`src/rtl/dwt_pkg.sv`:
```
// Purpose: constants for the two-channel watchdog / interval timer
// Assumes: AHB-Lite, 32-bit data, one register per aligned word
// Notes: printed offsets are not word aligned, so each is an index
package dwt_pkg;
  // Register indices; byte address is four times the index
  localparam logic [15:0] IDX_WD0_CSR = 16'hffa8;
  localparam logic [15:0] IDX_WD0_CNT = 16'hffa9;
  localparam logic [15:0] IDX_SYSCTL = 16'hffc4;
  localparam logic [15:0] IDX_WD1_CSR = 16'hffea;
  localparam logic [15:0] IDX_WD1_CNT = 16'hffeb;
  // Password bytes in bits 15:8 of a write
  localparam logic [7:0] PW_CNT = 8'h5a;
  localparam logic [7:0] PW_CSR = 8'ha5;
  // Control/status field positions
  localparam int B_OVF = 7;
  localparam int B_MODE = 6;
  localparam int B_RUN = 5;
  localparam int B_PSEL = 4;
  localparam int B_ACT = 3;
  localparam int B_RSRC = 3;
  localparam logic [7:0] CSR_RST = 8'h00;
  localparam logic [7:0] CNT_RST = 8'h00;
  localparam logic [7:0] CNT_MAX = 8'hff;
  localparam logic [7:0] SYSCTL_RST = 8'h09;
  // Writable bits of the system control register (bits 3 and 5 read-only)
  localparam logic [7:0] SYSCTL_WMASK = 8'hd7;
  // Internal reset hold time in system clock periods
  localparam int RST_HOLD_CYC = 518;
  localparam int PSM_W = 17;
  localparam int PSS_W = 8;
  // Tap bit index per divider code: divide by 2^(tap+1)
  localparam logic [4:0] PSM_TAP [8] = '{5'h00, 5'h05, 5'h06, 5'h08,
                                         5'h0a, 5'h0c, 5'h0e, 5'h10};
  localparam logic [4:0] PSS_TAP [8] = '{5'h00, 5'h01, 5'h02, 5'h03,
                                         5'h04, 5'h05, 5'h06, 5'h07};
  typedef enum logic [1:0] {
    DWT_HRD_RD = 2'b00,
    DWT_HRD_WR = 2'b01,
    DWT_HRD_NO = 2'b10
  } dwt_phase_t;
endpackage

```
`src/rtl/dwt_top.sv`:
```
// Purpose: two-channel watchdog / interval timer with AHB-Lite registers
// Assumes: single clock hclk at 100 MHz, subclock pin sampled as data
// Notes: writes use the password word format on the csr address
//   Counter and control/status share a write index per channel;
//   the password byte picks which one is loaded
//   Counter reads use their own index; writes there are dropped
//   Requests are levels that follow the overflow flag
//   Software standby is not modelled here; state simply holds
//
// Functional notes
// - Two independent channels; overflow can raise reset or NMI.
// - Eight-bit up-counter advances on selected pulses only while running.
// - Wrap from all-ones sets overflow flag, then reset, NMI or interval.
// - Counter zero on reset, standby, and while run bit is 0.
// - Control/status clears on reset and hardware standby, kept in sleep.
// - Flag clears by read-as-one then write zero; writing one ignored.
// - Writing zero to run bit clears the overflow flag.
// - Watchdog reset overflow clears the flag through its own reset.
// - Mode bit: 0 interval interrupt, 1 watchdog reset or NMI.
// - Run bit 0 holds counter at zero, 1 lets it count.
// - Channel one bit 4 picks system or subclock prescaler.
// - Action bit in watchdog mode: 0 NMI, 1 internal reset.
// - System divider codes give 2,64,128,512,2048,8192,32768,131072.
// - Channel zero has eight clocks, channel one sixteen.
// - Subclock divider codes give 2 through 256 by powers of two.
// - Shared write address, word writes, 5A counter, A5 control/status.
// - Watchdog reset holds chip reset for 518 system clocks.
// - Reset source flag set by external reset, cleared by watchdog reset.
//
// Added by the designer: the AHB-Lite interface to the registers.
`timescale 1ns/1ns
module dwt_top (
  input wire logic hclk, // System clock
  input wire logic hresetn, // External chip reset, active low
  input wire logic hsel, // Slave select
  input wire logic [31:0] haddr, // Byte address
  input wire logic [1:0] htrans, // Transfer type
  input wire logic hwrite, // Write when high
  input wire logic [2:0] hsize, // Transfer size
  input wire logic [31:0] hwdata, // Write data
  input wire logic hready, // Bus ready in
  output logic [31:0] hrdata, // Read data
  output logic hreadyout, // Ready once out of reset, low during reset
  output logic hresp, // Always OKAY
  input wire logic hw_standby, // Hardware standby request
  input wire logic subclock_input_pin, // External subclock
  output logic [1:0] interval_interrupt, // Interval request per channel
  output logic [1:0] nmi_req, // Watchdog NMI level per channel
  output logic internal_reset // Chip reset from watchdog overflow
);
  localparam int PSM_W_L = dwt_pkg::PSM_W;
  // Per-channel control/status, counter and clear-arming state
  logic [7:0] csr_r [2];
  logic [7:0] cnt_r [2];
  logic [1:0] armed_r;
  // Shared system control register
  logic [7:0] sysctl_r;
  // System-clock prescaler and its delayed copy for tap edges
  logic [PSM_W_L-1:0] psm_r;
  logic [PSM_W_L-1:0] psm_prev_r;
  // Subclock synchroniser, filtered level and its prescaler
  logic [2:0] sub_sync_r;
  logic sub_state_r;
  logic [dwt_pkg::PSS_W-1:0] pss_r;
  logic [dwt_pkg::PSS_W-1:0] pss_prev_r;
  // Remaining cycles of the internal reset pulse
  logic [9:0] hold_r;
  // Address phase capture, used in the following data phase
  logic dp_wr_r;
  logic dp_rd_r;
  logic [15:0] dp_idx_r;
  // Per-cycle events shared between the channel slices
  logic [1:0] wd_rst_req;
  logic [1:0] ovf_evt;
  logic [1:0] tick;
  logic clr_all;

  // Hardware standby and the watchdog reset both clear the timers
  // The watchdog reset clears its own flag, so it cannot retrigger
  // itself while the hold is running
  assign clr_all = hw_standby | internal_reset;

  // Bus address phase; only whole-word writes take effect, reads of any size
  // Byte and halfword writes are dropped here, so a stray narrow
  // store can never present a matching password
  always_ff @(posedge hclk or negedge hresetn) begin
    if (!hresetn) begin
      dp_wr_r <= 1'b0;
      dp_rd_r <= 1'b0;
      dp_idx_r <= 16'h0000;
    end else if (hready) begin
      dp_wr_r <= hsel & htrans[1] & hwrite & (hsize == 3'h2);
      dp_rd_r <= hsel & htrans[1] & ~hwrite;
      dp_idx_r <= haddr[17:2];
    end else begin
      dp_wr_r <= 1'b0;
      dp_rd_r <= 1'b0;
    end
  end

  // Zero-wait slave, always OKAY
  // No wait states: every register answers from settled flops
  always_ff @(posedge hclk or negedge hresetn) begin
    if (!hresetn) begin
      hreadyout <= 1'b0;
      hresp <= 1'b0;
    end else begin
      hreadyout <= 1'b1;
      hresp <= 1'b0;
    end
  end

  // Read data registered at the address phase so it stands in data phase
  // Unmapped indices read zero; the only read side effect is the
  // flag-clear arming, kept in the channel slice
  always_ff @(posedge hclk or negedge hresetn) begin
    if (!hresetn) begin
      hrdata <= 32'h00000000;
    end else if (hready && hsel && htrans[1] && !hwrite) begin
      case (haddr[17:2])
        dwt_pkg::IDX_WD0_CSR: hrdata <= {24'h000000, csr_r[0]};
        dwt_pkg::IDX_WD0_CNT: hrdata <= {24'h000000, cnt_r[0]};
        dwt_pkg::IDX_WD1_CSR: hrdata <= {24'h000000, csr_r[1]};
        dwt_pkg::IDX_WD1_CNT: hrdata <= {24'h000000, cnt_r[1]};
        dwt_pkg::IDX_SYSCTL: hrdata <= {24'h000000, sysctl_r};
        default: hrdata <= 32'h00000000;
      endcase
    end
  end

  // Free-running prescalers; delayed copies give tap edges
  // Standby clears the divider so a restart begins in a known phase
  always_ff @(posedge hclk or negedge hresetn) begin
    if (!hresetn) begin
      psm_r <= '0;
      psm_prev_r <= '0;
    end else if (hw_standby) begin
      psm_r <= '0;
      psm_prev_r <= '0;
    end else begin
      psm_r <= psm_r + 1'b1;
      psm_prev_r <= psm_r;
    end
  end

  // Subclock pin: three flops, edge counts when second and third agree
  // The pin runs on its own clock, so it is filtered before edge use
  // A level shorter than two system clocks is lost; subclock is slow
  always_ff @(posedge hclk or negedge hresetn) begin
    if (!hresetn) begin
      sub_sync_r <= 3'h0;
      sub_state_r <= 1'b0;
      pss_r <= '0;
      pss_prev_r <= '0;
    end else begin
      sub_sync_r <= {sub_sync_r[1:0], subclock_input_pin};
      pss_prev_r <= pss_r;
      if (sub_sync_r[1] == sub_sync_r[2]) begin
        sub_state_r <= sub_sync_r[2];
        if (sub_sync_r[2] && !sub_state_r) begin
          pss_r <= pss_r + 1'b1;
        end
      end
      // Standby clears the subclock divider too; last assignment wins
      if (hw_standby) begin
        pss_r <= '0;
        pss_prev_r <= '0;
      end
    end
  end

  // Count pulse per channel: falling edge of the selected tap
  // A falling tap edge lasts one cycle, so each pulse counts once
  // Channel zero always uses the system-clock divider
  always_comb begin
    tick[0] = psm_prev_r[dwt_pkg::PSM_TAP[csr_r[0][2:0]]] &
              ~psm_r[dwt_pkg::PSM_TAP[csr_r[0][2:0]]];
    if (csr_r[1][dwt_pkg::B_PSEL]) begin
      tick[1] = pss_prev_r[dwt_pkg::PSS_TAP[csr_r[1][2:0]][2:0]] &
                ~pss_r[dwt_pkg::PSS_TAP[csr_r[1][2:0]][2:0]];
    end else begin
      tick[1] = psm_prev_r[dwt_pkg::PSM_TAP[csr_r[1][2:0]]] &
                ~psm_r[dwt_pkg::PSM_TAP[csr_r[1][2:0]]];
    end
  end

  // Per-channel counter, flag and requests
  genvar ch;
  generate
    for (ch = 0; ch < 2; ch++) begin : g_ch
      // Decoded accesses for this channel's slice
      logic wr_hit;
      logic cnt_wr;
      logic csr_wr;
      logic rd_csr;
      assign wr_hit = dp_wr_r && dp_idx_r ==
        (ch == 0 ? dwt_pkg::IDX_WD0_CSR : dwt_pkg::IDX_WD1_CSR);
      assign cnt_wr = wr_hit && hwdata[15:8] == dwt_pkg::PW_CNT;
      assign csr_wr = wr_hit && hwdata[15:8] == dwt_pkg::PW_CSR;
      assign rd_csr = dp_rd_r && dp_idx_r ==
        (ch == 0 ? dwt_pkg::IDX_WD0_CSR : dwt_pkg::IDX_WD1_CSR);
      // Overflow is the wrap from all-ones on a count pulse
      assign ovf_evt[ch] = csr_r[ch][dwt_pkg::B_RUN] && tick[ch] &&
                           cnt_r[ch] == dwt_pkg::CNT_MAX;
      assign wd_rst_req[ch] = ovf_evt[ch] && csr_r[ch][dwt_pkg::B_MODE] &&
                              csr_r[ch][dwt_pkg::B_ACT];

      // Counter: held at zero unless running
      // Clear and halt beat a password write, which beats a count pulse,
      // so a refresh in the overflow cycle still restarts the count
      always_ff @(posedge hclk or negedge hresetn) begin
        if (!hresetn) begin
          cnt_r[ch] <= dwt_pkg::CNT_RST;
        end else if (clr_all || !csr_r[ch][dwt_pkg::B_RUN]) begin
          cnt_r[ch] <= dwt_pkg::CNT_RST;
        end else if (cnt_wr) begin
          cnt_r[ch] <= hwdata[7:0];
        end else if (tick[ch]) begin
          cnt_r[ch] <= cnt_r[ch] + 8'h01;
        end
      end

      // Read-as-one arms the flag clear; any later csr write disarms
      // Disarming on every write stops a stale read from clearing a
      // flag that was set again after it
      always_ff @(posedge hclk or negedge hresetn) begin
        if (!hresetn) begin
          armed_r[ch] <= 1'b0;
        end else if (clr_all || csr_wr) begin
          armed_r[ch] <= 1'b0;
        end else if (rd_csr && csr_r[ch][dwt_pkg::B_OVF]) begin
          armed_r[ch] <= 1'b1;
        end
      end

      // Control bits and overflow flag; a new overflow beats a clear
      // The flag bit is never loaded from the bus; only clears reach it,
      // so a written one is ignored
      always_ff @(posedge hclk or negedge hresetn) begin
        if (!hresetn) begin
          csr_r[ch] <= dwt_pkg::CSR_RST;
        end else if (clr_all) begin
          csr_r[ch] <= dwt_pkg::CSR_RST;
        end else begin
          if (csr_wr) begin
            csr_r[ch][6:0] <= hwdata[6:0];
          end
          if (ovf_evt[ch]) begin
            csr_r[ch][dwt_pkg::B_OVF] <= 1'b1;
          end else if (csr_wr && !hwdata[dwt_pkg::B_RUN]) begin
            csr_r[ch][dwt_pkg::B_OVF] <= 1'b0;
          end else if (csr_wr && armed_r[ch] &&
                       !hwdata[dwt_pkg::B_OVF]) begin
            csr_r[ch][dwt_pkg::B_OVF] <= 1'b0;
          end
        end
      end

      // Requests follow the flag so software clearing it drops them
      // They trail the flag by one cycle; software sees the flag first
      // and a request stands one cycle on after its flag clears
      always_ff @(posedge hclk or negedge hresetn) begin
        if (!hresetn) begin
          interval_interrupt[ch] <= 1'b0;
          nmi_req[ch] <= 1'b0;
        end else begin
          interval_interrupt[ch] <= csr_r[ch][dwt_pkg::B_OVF] &
                                    ~csr_r[ch][dwt_pkg::B_MODE];
          nmi_req[ch] <= csr_r[ch][dwt_pkg::B_OVF] &
                         csr_r[ch][dwt_pkg::B_MODE] &
                         ~csr_r[ch][dwt_pkg::B_ACT];
        end
      end
    end
  endgenerate

  // Internal reset: counted hold after a watchdog reset overflow
  // A new request is taken only once the previous pulse has ended,
  // so the pulse length never stretches
  always_ff @(posedge hclk or negedge hresetn) begin
    if (!hresetn) begin
      hold_r <= 10'h000;
      internal_reset <= 1'b0;
    end else if (|wd_rst_req && !internal_reset) begin
      hold_r <= 10'(dwt_pkg::RST_HOLD_CYC - 1);
      internal_reset <= 1'b1;
    end else if (hold_r != 10'h000) begin
      hold_r <= hold_r - 10'h001;
    end else begin
      internal_reset <= 1'b0;
    end
  end

  // System control: reset-source bit and bit 5 read-only, other bits plain storage
  // The reset-source bit tells software whether the last reset came
  // from the pin or from a watchdog overflow
  always_ff @(posedge hclk or negedge hresetn) begin
    if (!hresetn) begin
      sysctl_r <= dwt_pkg::SYSCTL_RST;
    end else if (|wd_rst_req && !internal_reset) begin
      sysctl_r <= dwt_pkg::SYSCTL_RST & ~(8'h01 << dwt_pkg::B_RSRC);
    end else if (dp_wr_r && dp_idx_r == dwt_pkg::IDX_SYSCTL) begin
      sysctl_r <= (hwdata[7:0] & dwt_pkg::SYSCTL_WMASK) |
                  (sysctl_r & ~dwt_pkg::SYSCTL_WMASK);
    end
  end
endmodule

```
`config.mk`:
```
export PLATFORM = sky130hd
export DESIGN_NAME = dwt_top
export DESIGN_NICKNAME = d
export VERILOG_FILES = /design/src/rtl/dwt_pkg.sv /design/src/rtl/dwt_top.sv
export SDC_FILE = /design/constraint.sdc
export NUM_CORES = 1
export LEC_CHECK = 0
export ABC_AREA = 0
export BUFFER_PORTS_ARGS = -buffer_cell sky130_fd_sc_hd__buf_2
export CAP_MARGIN = 20
export CELL_PAD_IN_SITES_DETAIL_PLACEMENT = 0
export CELL_PAD_IN_SITES_GLOBAL_PLACEMENT = 1
export CORE_ASPECT_RATIO = 1.25
export CORE_MARGIN = 4
export CORE_UTILIZATION = 30
export DETAILED_ROUTE_END_ITERATION = 12
export PLACE_DENSITY_LB_ADDON = 0.1
export SYNTH_ARGS = -nofsm -noshare
export SYNTH_HDL_FRONTEND = slang
export SYNTH_SLANG_ARGS = --single-unit
export TNS_END_PERCENT = 20
```
`constraint.sdc`:
```
create_clock -name hclk -period 3.03 [get_ports hclk]
set_input_delay 0.303 -clock hclk [delete_from_list [all_inputs] [get_ports hclk]]
set_output_delay 0.303 -clock hclk [all_outputs]
set_load 0.005 [all_outputs]
```
-- Word level (Yosys, flattened, before mapping)
Memories as Yosys holds them, arrays and structs flattened.
Index checks and enable logic that the tools add are counted.
- add/subtract/negate cells: 5
- order comparisons: 5
- eq/ne operators: 15
- mux-type cells: 54
- bitwise logic cells: 25
- reduce and logical (&&, ||, !) cells: 56
- operators by type and width (operator ; count):
    $eq A16 B16 Y1 const B ; 8
    $mux W8 ; 14
    $pmux W8 S5 ; 1
    $mux W17 ; 2
    $logic_and A1 B1 Y1 ; 30
    $add A8 B1 Y8 const B ; 3
    $eq A8 B8 Y1 const B ; 3
    $mux W1 ; 21
    $bmux W1 S5 ; 4
    $mux W10 ; 2
    $mux W5 ; 4
    $add A17 B1 Y17 const B ; 1
    $reduce_bool A2 Y1 ; 8
    $mux W7 ; 2
    $and A1 B1 Y1 ; 13
    $lt A5 B6 Y1 const B ; 2
    $reduce_bool A10 Y1 ; 1
    $sub A10 B1 Y10 const B ; 1
    $eq A8 B7 Y1 const B ; 1
    $ge A4 B4 Y1 const B ; 2
    $not A1 Y1 ; 8
    $not A3 Y4 ; 2
    $or A8 B6 Y8 ; 1
    $reduce_bool A4 Y1 ; 2
    other kinds (12) ; 24
- flip-flop bits (word level): 162
- ROM bits: 120
- input port bits: 76
- output and inout bits: 39
- logic and storage cells: 189
- memories kept: 3
- memories (memory ; words ; width ; rd ports ; clocked after memory_dff ; wr ports ; RTL line ; source):
    (name not given) ; 8 ; 5 ; 1 ; 0 ; 0 ; dwt_top.sv:183 ; ~psm_r[dwt_pkg::PSM_TAP[csr_r[1][2:0]]];
    (name not given) ; 8 ; 5 ; 1 ; 0 ; 0 ; dwt_top.sv:180 ; ~pss_r[dwt_pkg::PSS_TAP[csr_r[1][2:0]][2:0]];
    (name not given) ; 8 ; 5 ; 1 ; 0 ; 0 ; dwt_top.sv:177 ; ~psm_r[dwt_pkg::PSM_TAP[csr_r[0][2:0]]];

-- Logic depth before layout (Yosys ltp)
- word-level depth: 16
- mapped depth: 11
- mapped depth without buffers: 9

-- Worst setup path before layout
No wires, ideal clock.
- path type: register -> register
- start: register csr_r[0] (netlist name)
- end: register hold_r[3]
- library setup time: 119 ps
- arrival: 2796 ps
- data required time: 2911 ps
- path slack: 115 ps
- cell stages (with the launch flop): 11
- buffers on the path: 1
- period minus slack after synthesis: 2915 ps
- cells stage by stage: dfrtp_1 inv_1 ha_1 or2_2 nand2_2 mux4_2 a211o_1 a2111oi_4 a22oi_2 buf_6 and2_1
- word-level cells in the longest chain between the ends: 16
- elaborated cells on any way between the ends: 28
- those cells by class: 14 x mux; 5 x bitwise; 7 x reduce/logical; 2 x memory
- RTL lines (item ; RTL line ; source):
    start: declaration ; dwt_top.sv:53 ; logic [7:0] csr_r [2];
    start signal: indexed assignment ; dwt_top.sv:241 ; csr_r[ch] <= dwt_pkg::CSR_RST;
    start signal: indexed assignment ; dwt_top.sv:243 ; csr_r[ch] <= dwt_pkg::CSR_RST;
    start signal: indexed assignment ; dwt_top.sv:246 ; csr_r[ch][6:0] <= hwdata[6:0];
    $not A3 Y4 (not written as such) * ; -- ;
    $mem_v2 Z8 W5 (on tied branches) ; -- ;
    $mux W5 (not written as such) / $mux W3 (equally long branches) (2 in series) ; dwt_top.sv:183, dwt_top.sv:180 ;
    $bmux W1 S5 / $bmux W1 S3 (equally long branches) ; dwt_top.sv:183, dwt_top.sv:180 ;
    $mux W1 (on tied branches) ; dwt_top.sv:183, dwt_top.sv:180 ;
    $not A1 Y1 (on tied branches) ; dwt_top.sv:183, dwt_top.sv:180 ;
    $and A1 B1 Y1 (on tied branches) ; dwt_top.sv:182, dwt_top.sv:179 ;
    $mux W1 * ; dwt_top.sv:178 ; if (csr_r[1][dwt_pkg::B_PSEL]) begin
    $logic_and A1 B1 Y1 * (2 in series) ; dwt_top.sv:203 ; assign ovf_evt[ch] = csr_r[ch][dwt_pkg::B_RUN] && tick[ch] &&
    $logic_and A1 B1 Y1 * (2 in series) ; dwt_top.sv:205 ; assign wd_rst_req[ch] = ovf_evt[ch] && csr_r[ch][dwt_pkg::B_MODE] &&
    $reduce_or A2 Y1 * ; dwt_top.sv:284 ; end else if (|wd_rst_req && !internal_reset) begin
    $logic_and A1 B1 Y1 * ; dwt_top.sv:284 ;
    $mux W10 / $reduce_bool A2 Y1 (equally long branches) ; -- ;
    end signal: assignment ; dwt_top.sv:285 ; hold_r <= 10'(dwt_pkg::RST_HOLD_CYC - 1);
    end signal: assignment ; dwt_top.sv:288 ; hold_r <= hold_r - 10'h001;
    end: declaration ; dwt_top.sv:67 ; logic [9:0] hold_r;
Every way passes the cells marked *; elsewhere a longest branch is shown, timed or not. The select of a mux whose other input is x is not followed.
A chain may end at the register's enable or synchronous reset.

-- Final worst setup path
- start: register csr_r[0] (netlist name)
- end: register hold_r[4]
The elaborated chain is that of the path after synthesis.

==> impl_metrics.py <==
metrics = {
    "status": {
        "outcome": "complete, no violations",
    },
    "routing": {
        "drt_iter0_markers": 364,
        "wire_per_inst_um": 18.1,
        "postRouteAntennaNets": 0,
        "drc": 0,
        "routed-via-count": 5475,
        "routed_wl_um": 19600,
        "vias_per_cell": 5.05,
        "dr.pass1.iters": 5,
    },
    "floorplan": {
        "coreArea_um2": 23600,
        "initial_utilization": 0.304,
        "die_area_um2": 26500,
        "die_h_um": 181,
        "placementRows": 63,
        "die_w_um": 146,
        "io_pins": 115,
    },
    "global_routing": {
        "grt_start_max_net_pins": 62,
        "grt_pass1_vias": 5766,
        "antenna_found_initial": 0,
        "grt-ovfl-total": 0,
        "grt_pass1_wl_um": 31300,
        "grt_use_total": 0.150,
    },
    "logic_synthesis": {
        "ys_ff_latch": 137,
        "yosysUniqueCellTypes": 70,
        "synth_top_area_cell": "dfrtp_1",
        "synth-main-ff-cell": "dfrtp_1",
        "synth_edf_count": 0,
        "synth_area_um2": 7180,
        "ys_async_sr_fraction": 1.00,
        "synthTopCellsByArea": "dfrtp_1 47%, nor2b_1 4.7%, mux2_2 2.7%",
        "synth_area_per_cell_um2": 10.4,
        "syn_inst": 690,
        "yosysSeqAreaShare": 0.478,
        "yosysWarnings": 0,
        "synth_top_cell_area_share": 0.470,
    },
    "clock_tree": {
        "cts_buffer_depth": 2,
        "cts.sinks": 137,
        "clk_latency_ns": 0.42,
        "cts_tree": "done",
        "htree_levels": 4,
        "cts_root_buf": "clkbuf_16",
        "path_clk_slew_ns": 0.06,
        "cts-buffers-inserted": 17,
        "post_cts_buffers": 0,
    },
    "power": {
        "cellLeakagePower_nw": 3.86,
        "total_power_mw": 4.26,
        "power_density_nw_per_um2": 496,
        "ir_drop_uv": 340,
    },
    "cells_and_area": {
        "register_area_um2": 3430,
        "area_growth_pct": 19.4,
        "drive_above_1_share": 0.205,
        "nets": 868,
        "num_antenna_cells": 0,
        "multi_input_area_um2": 3510,
        "n_fill_cell": 2426,
        "final_cell_mix": "135 x dfrtp_1, 55 x buf_2, 54 x nor2b_1, 49 x nor2_1, 34 x nand2_1",
        "final_common_cell": "dfrtp_1",
    },
    "placement": {
        "pre_cts_ws_ns": 0.0299,
        "gp_congestion": 0.765,
        "dp_hpwl_um": 14300,
        "port_buffers": 56,
    },
    "sta": {
        "period_minus_slack_ns": 2.90,
        "finalHoldViolations": 0,
        "drv_slew": 0,
        "fmax_mhz": 344,
        "slew_headroom": 0.408,
        "layout_setup_ws_ns": 0.127,
        "fin_crit_sh": 0.958,
        "setup-tns-final_ns": 0,
        "fin_skew_ns": 0.00912,
        "worst_pin_slew_ns": 0.884,
        "rsz0062_at_grt": "no",
        "setup_violations": 0,
    },
    "setup_path": {
        "cp-end-kind": "flip-flop",
        "cp.required_ns": 3.34,
        "start_kind": "flip-flop",
        "crit_buf_inv": 2,
        "critPathArrivalTime_ns": 3.21,
        "crit_path_max_incr_delay_ns": 0.51,
        "critPathKind": "reg2reg",
        "cp_top_family": "compound AO/OA/AOI/OAI gates",
        "path_cells": "inv_1 > ha_1 > or2_2 > nand2_2 > mux4_2 > a211o_1 > a2111oi_4 > a22oi_2 > buf_12 > and2_1",
        "cp_max_fo": 18,
        "crit_slowest_cell": "mux4_2",
    },
    "hold_path": {
        "worstHoldPathType": "in2reg",
    },
    "run": {
        "max-cap-violations": 0,
    },
}
## path summary, 6_finish.rpt
check                         startpoint            end  slack, ns  cells after the start
setup / recovery                csr_r[0]      hold_r[4]       0.13                     10
hold / removal                 haddr[15]   dp_idx_r[13]       0.12                      2
setup reg to reg                csr_r[0]      hold_r[4]       0.13                     10
hold reg to reg            sub_sync_r[0]  sub_sync_r[1]       0.36                      0
max in group asynchronous        hresetn    sysctl_r[0]       1.83                      3
min in group asynchronous        hresetn    dp_idx_r[9]       0.40                      2
## Yosys cell counts, types with 7 or more instances
library cell / count
a21oi_1: 28
a22oi_1: 7
a222oi_1: 7
mux2i_1: 15
nand4_1: 11
a22o_1: 13
clkbuf_1: 14
mux2_2: 17
nand2_1: 34
dfrtp_1: 135
xor2_1: 18
nand2b_1: 13
buf_4: 25
and3_1: 14
a21o_1: 12
nand3_1: 24
nor2_1: 49
nor2b_1: 54
o21ai_0: 26
and2_1: 10
nor3_1: 9
xnor2_1: 15
ha_1: 13
inv_1: 19
a211oi_1: 7
## flip-flops by register name, summed over array words and instances (netlist names), 2 cells and up
name and count:
interval_interrupt 2, hrdata 8, sysctl_r 7, psm_prev_r 17
hold_r 10, pss_r 8, cnt_r 16, dp_idx_r 16
sub_sync_r 3, psm_r 17, csr_r 16, armed_r 2
nmi_req 2, pss_prev_r 8
## power breakdown
part	switching (mW)	internal [mW]	leakage, nW
logic	0.121	0.0752	1.72
clock network	0.849	1.33	0.287
registers	0.0235	1.86	1.85
total	0.994	3.26	3.86
## kinds of logic after synthesis
| logic type | count (synthesis) | synth area share |
|---|---|---|
| other | 2 | 0.00105 |
| AND/OR/NAND/NOR | 267 | 0.212 |
| AO/OA/AOI/OAI | 136 | 0.136 |
| XOR/XNOR | 33 | 0.0403 |
| adder cells (fa/ha/maj) | 14 | 0.0240 |
| flip-flops | 137 | 0.478 |
| buffers and inverters | 65 | 0.0484 |
| multiplexers | 36 | 0.0601 |
## per-layer routing
layer / GRT usage / routed length, µm / up-vias
met1: 0.178 / 8140 / 2717
met2: 0.266 / 10300 / 127
li1: - / - / 2612
met4: 0.0584 / 374 / 0
met5: 0 / 0 / -
met3: 0.0301 / 738 / 19
## area by class of cell
cell class,instances,area share
timing repair buffer,92,0.0684
sequential,137,0.400
multi-input combinational,512,0.409
inverter,19,0.00832
clock inverter,13,0.0197
clock buffer,19,0.0517
tap,292,0.0426
## through the flow
stage	hold slack, ns	area (µm²)	std cells	utilization
global placement	0.294	7930	1050	0.335
detailed placement	0.307	7930	1050	0.335
finish	0.122	8570	1084	0.363
floorplan	0.00741	7270	714	-
CTS	0.102	8560	1084	0.362
global route	0.109	8570	1084	0.363
## timing repair
item | 4_1_cts | 5_1_grt
hold buffers | 2 | 0
hold endpoints to repair | 51 | 0
endpoints found under the setup margin | 0 | 21
resized for setup | 0 | 5
(Power assumes the default switching activity.)
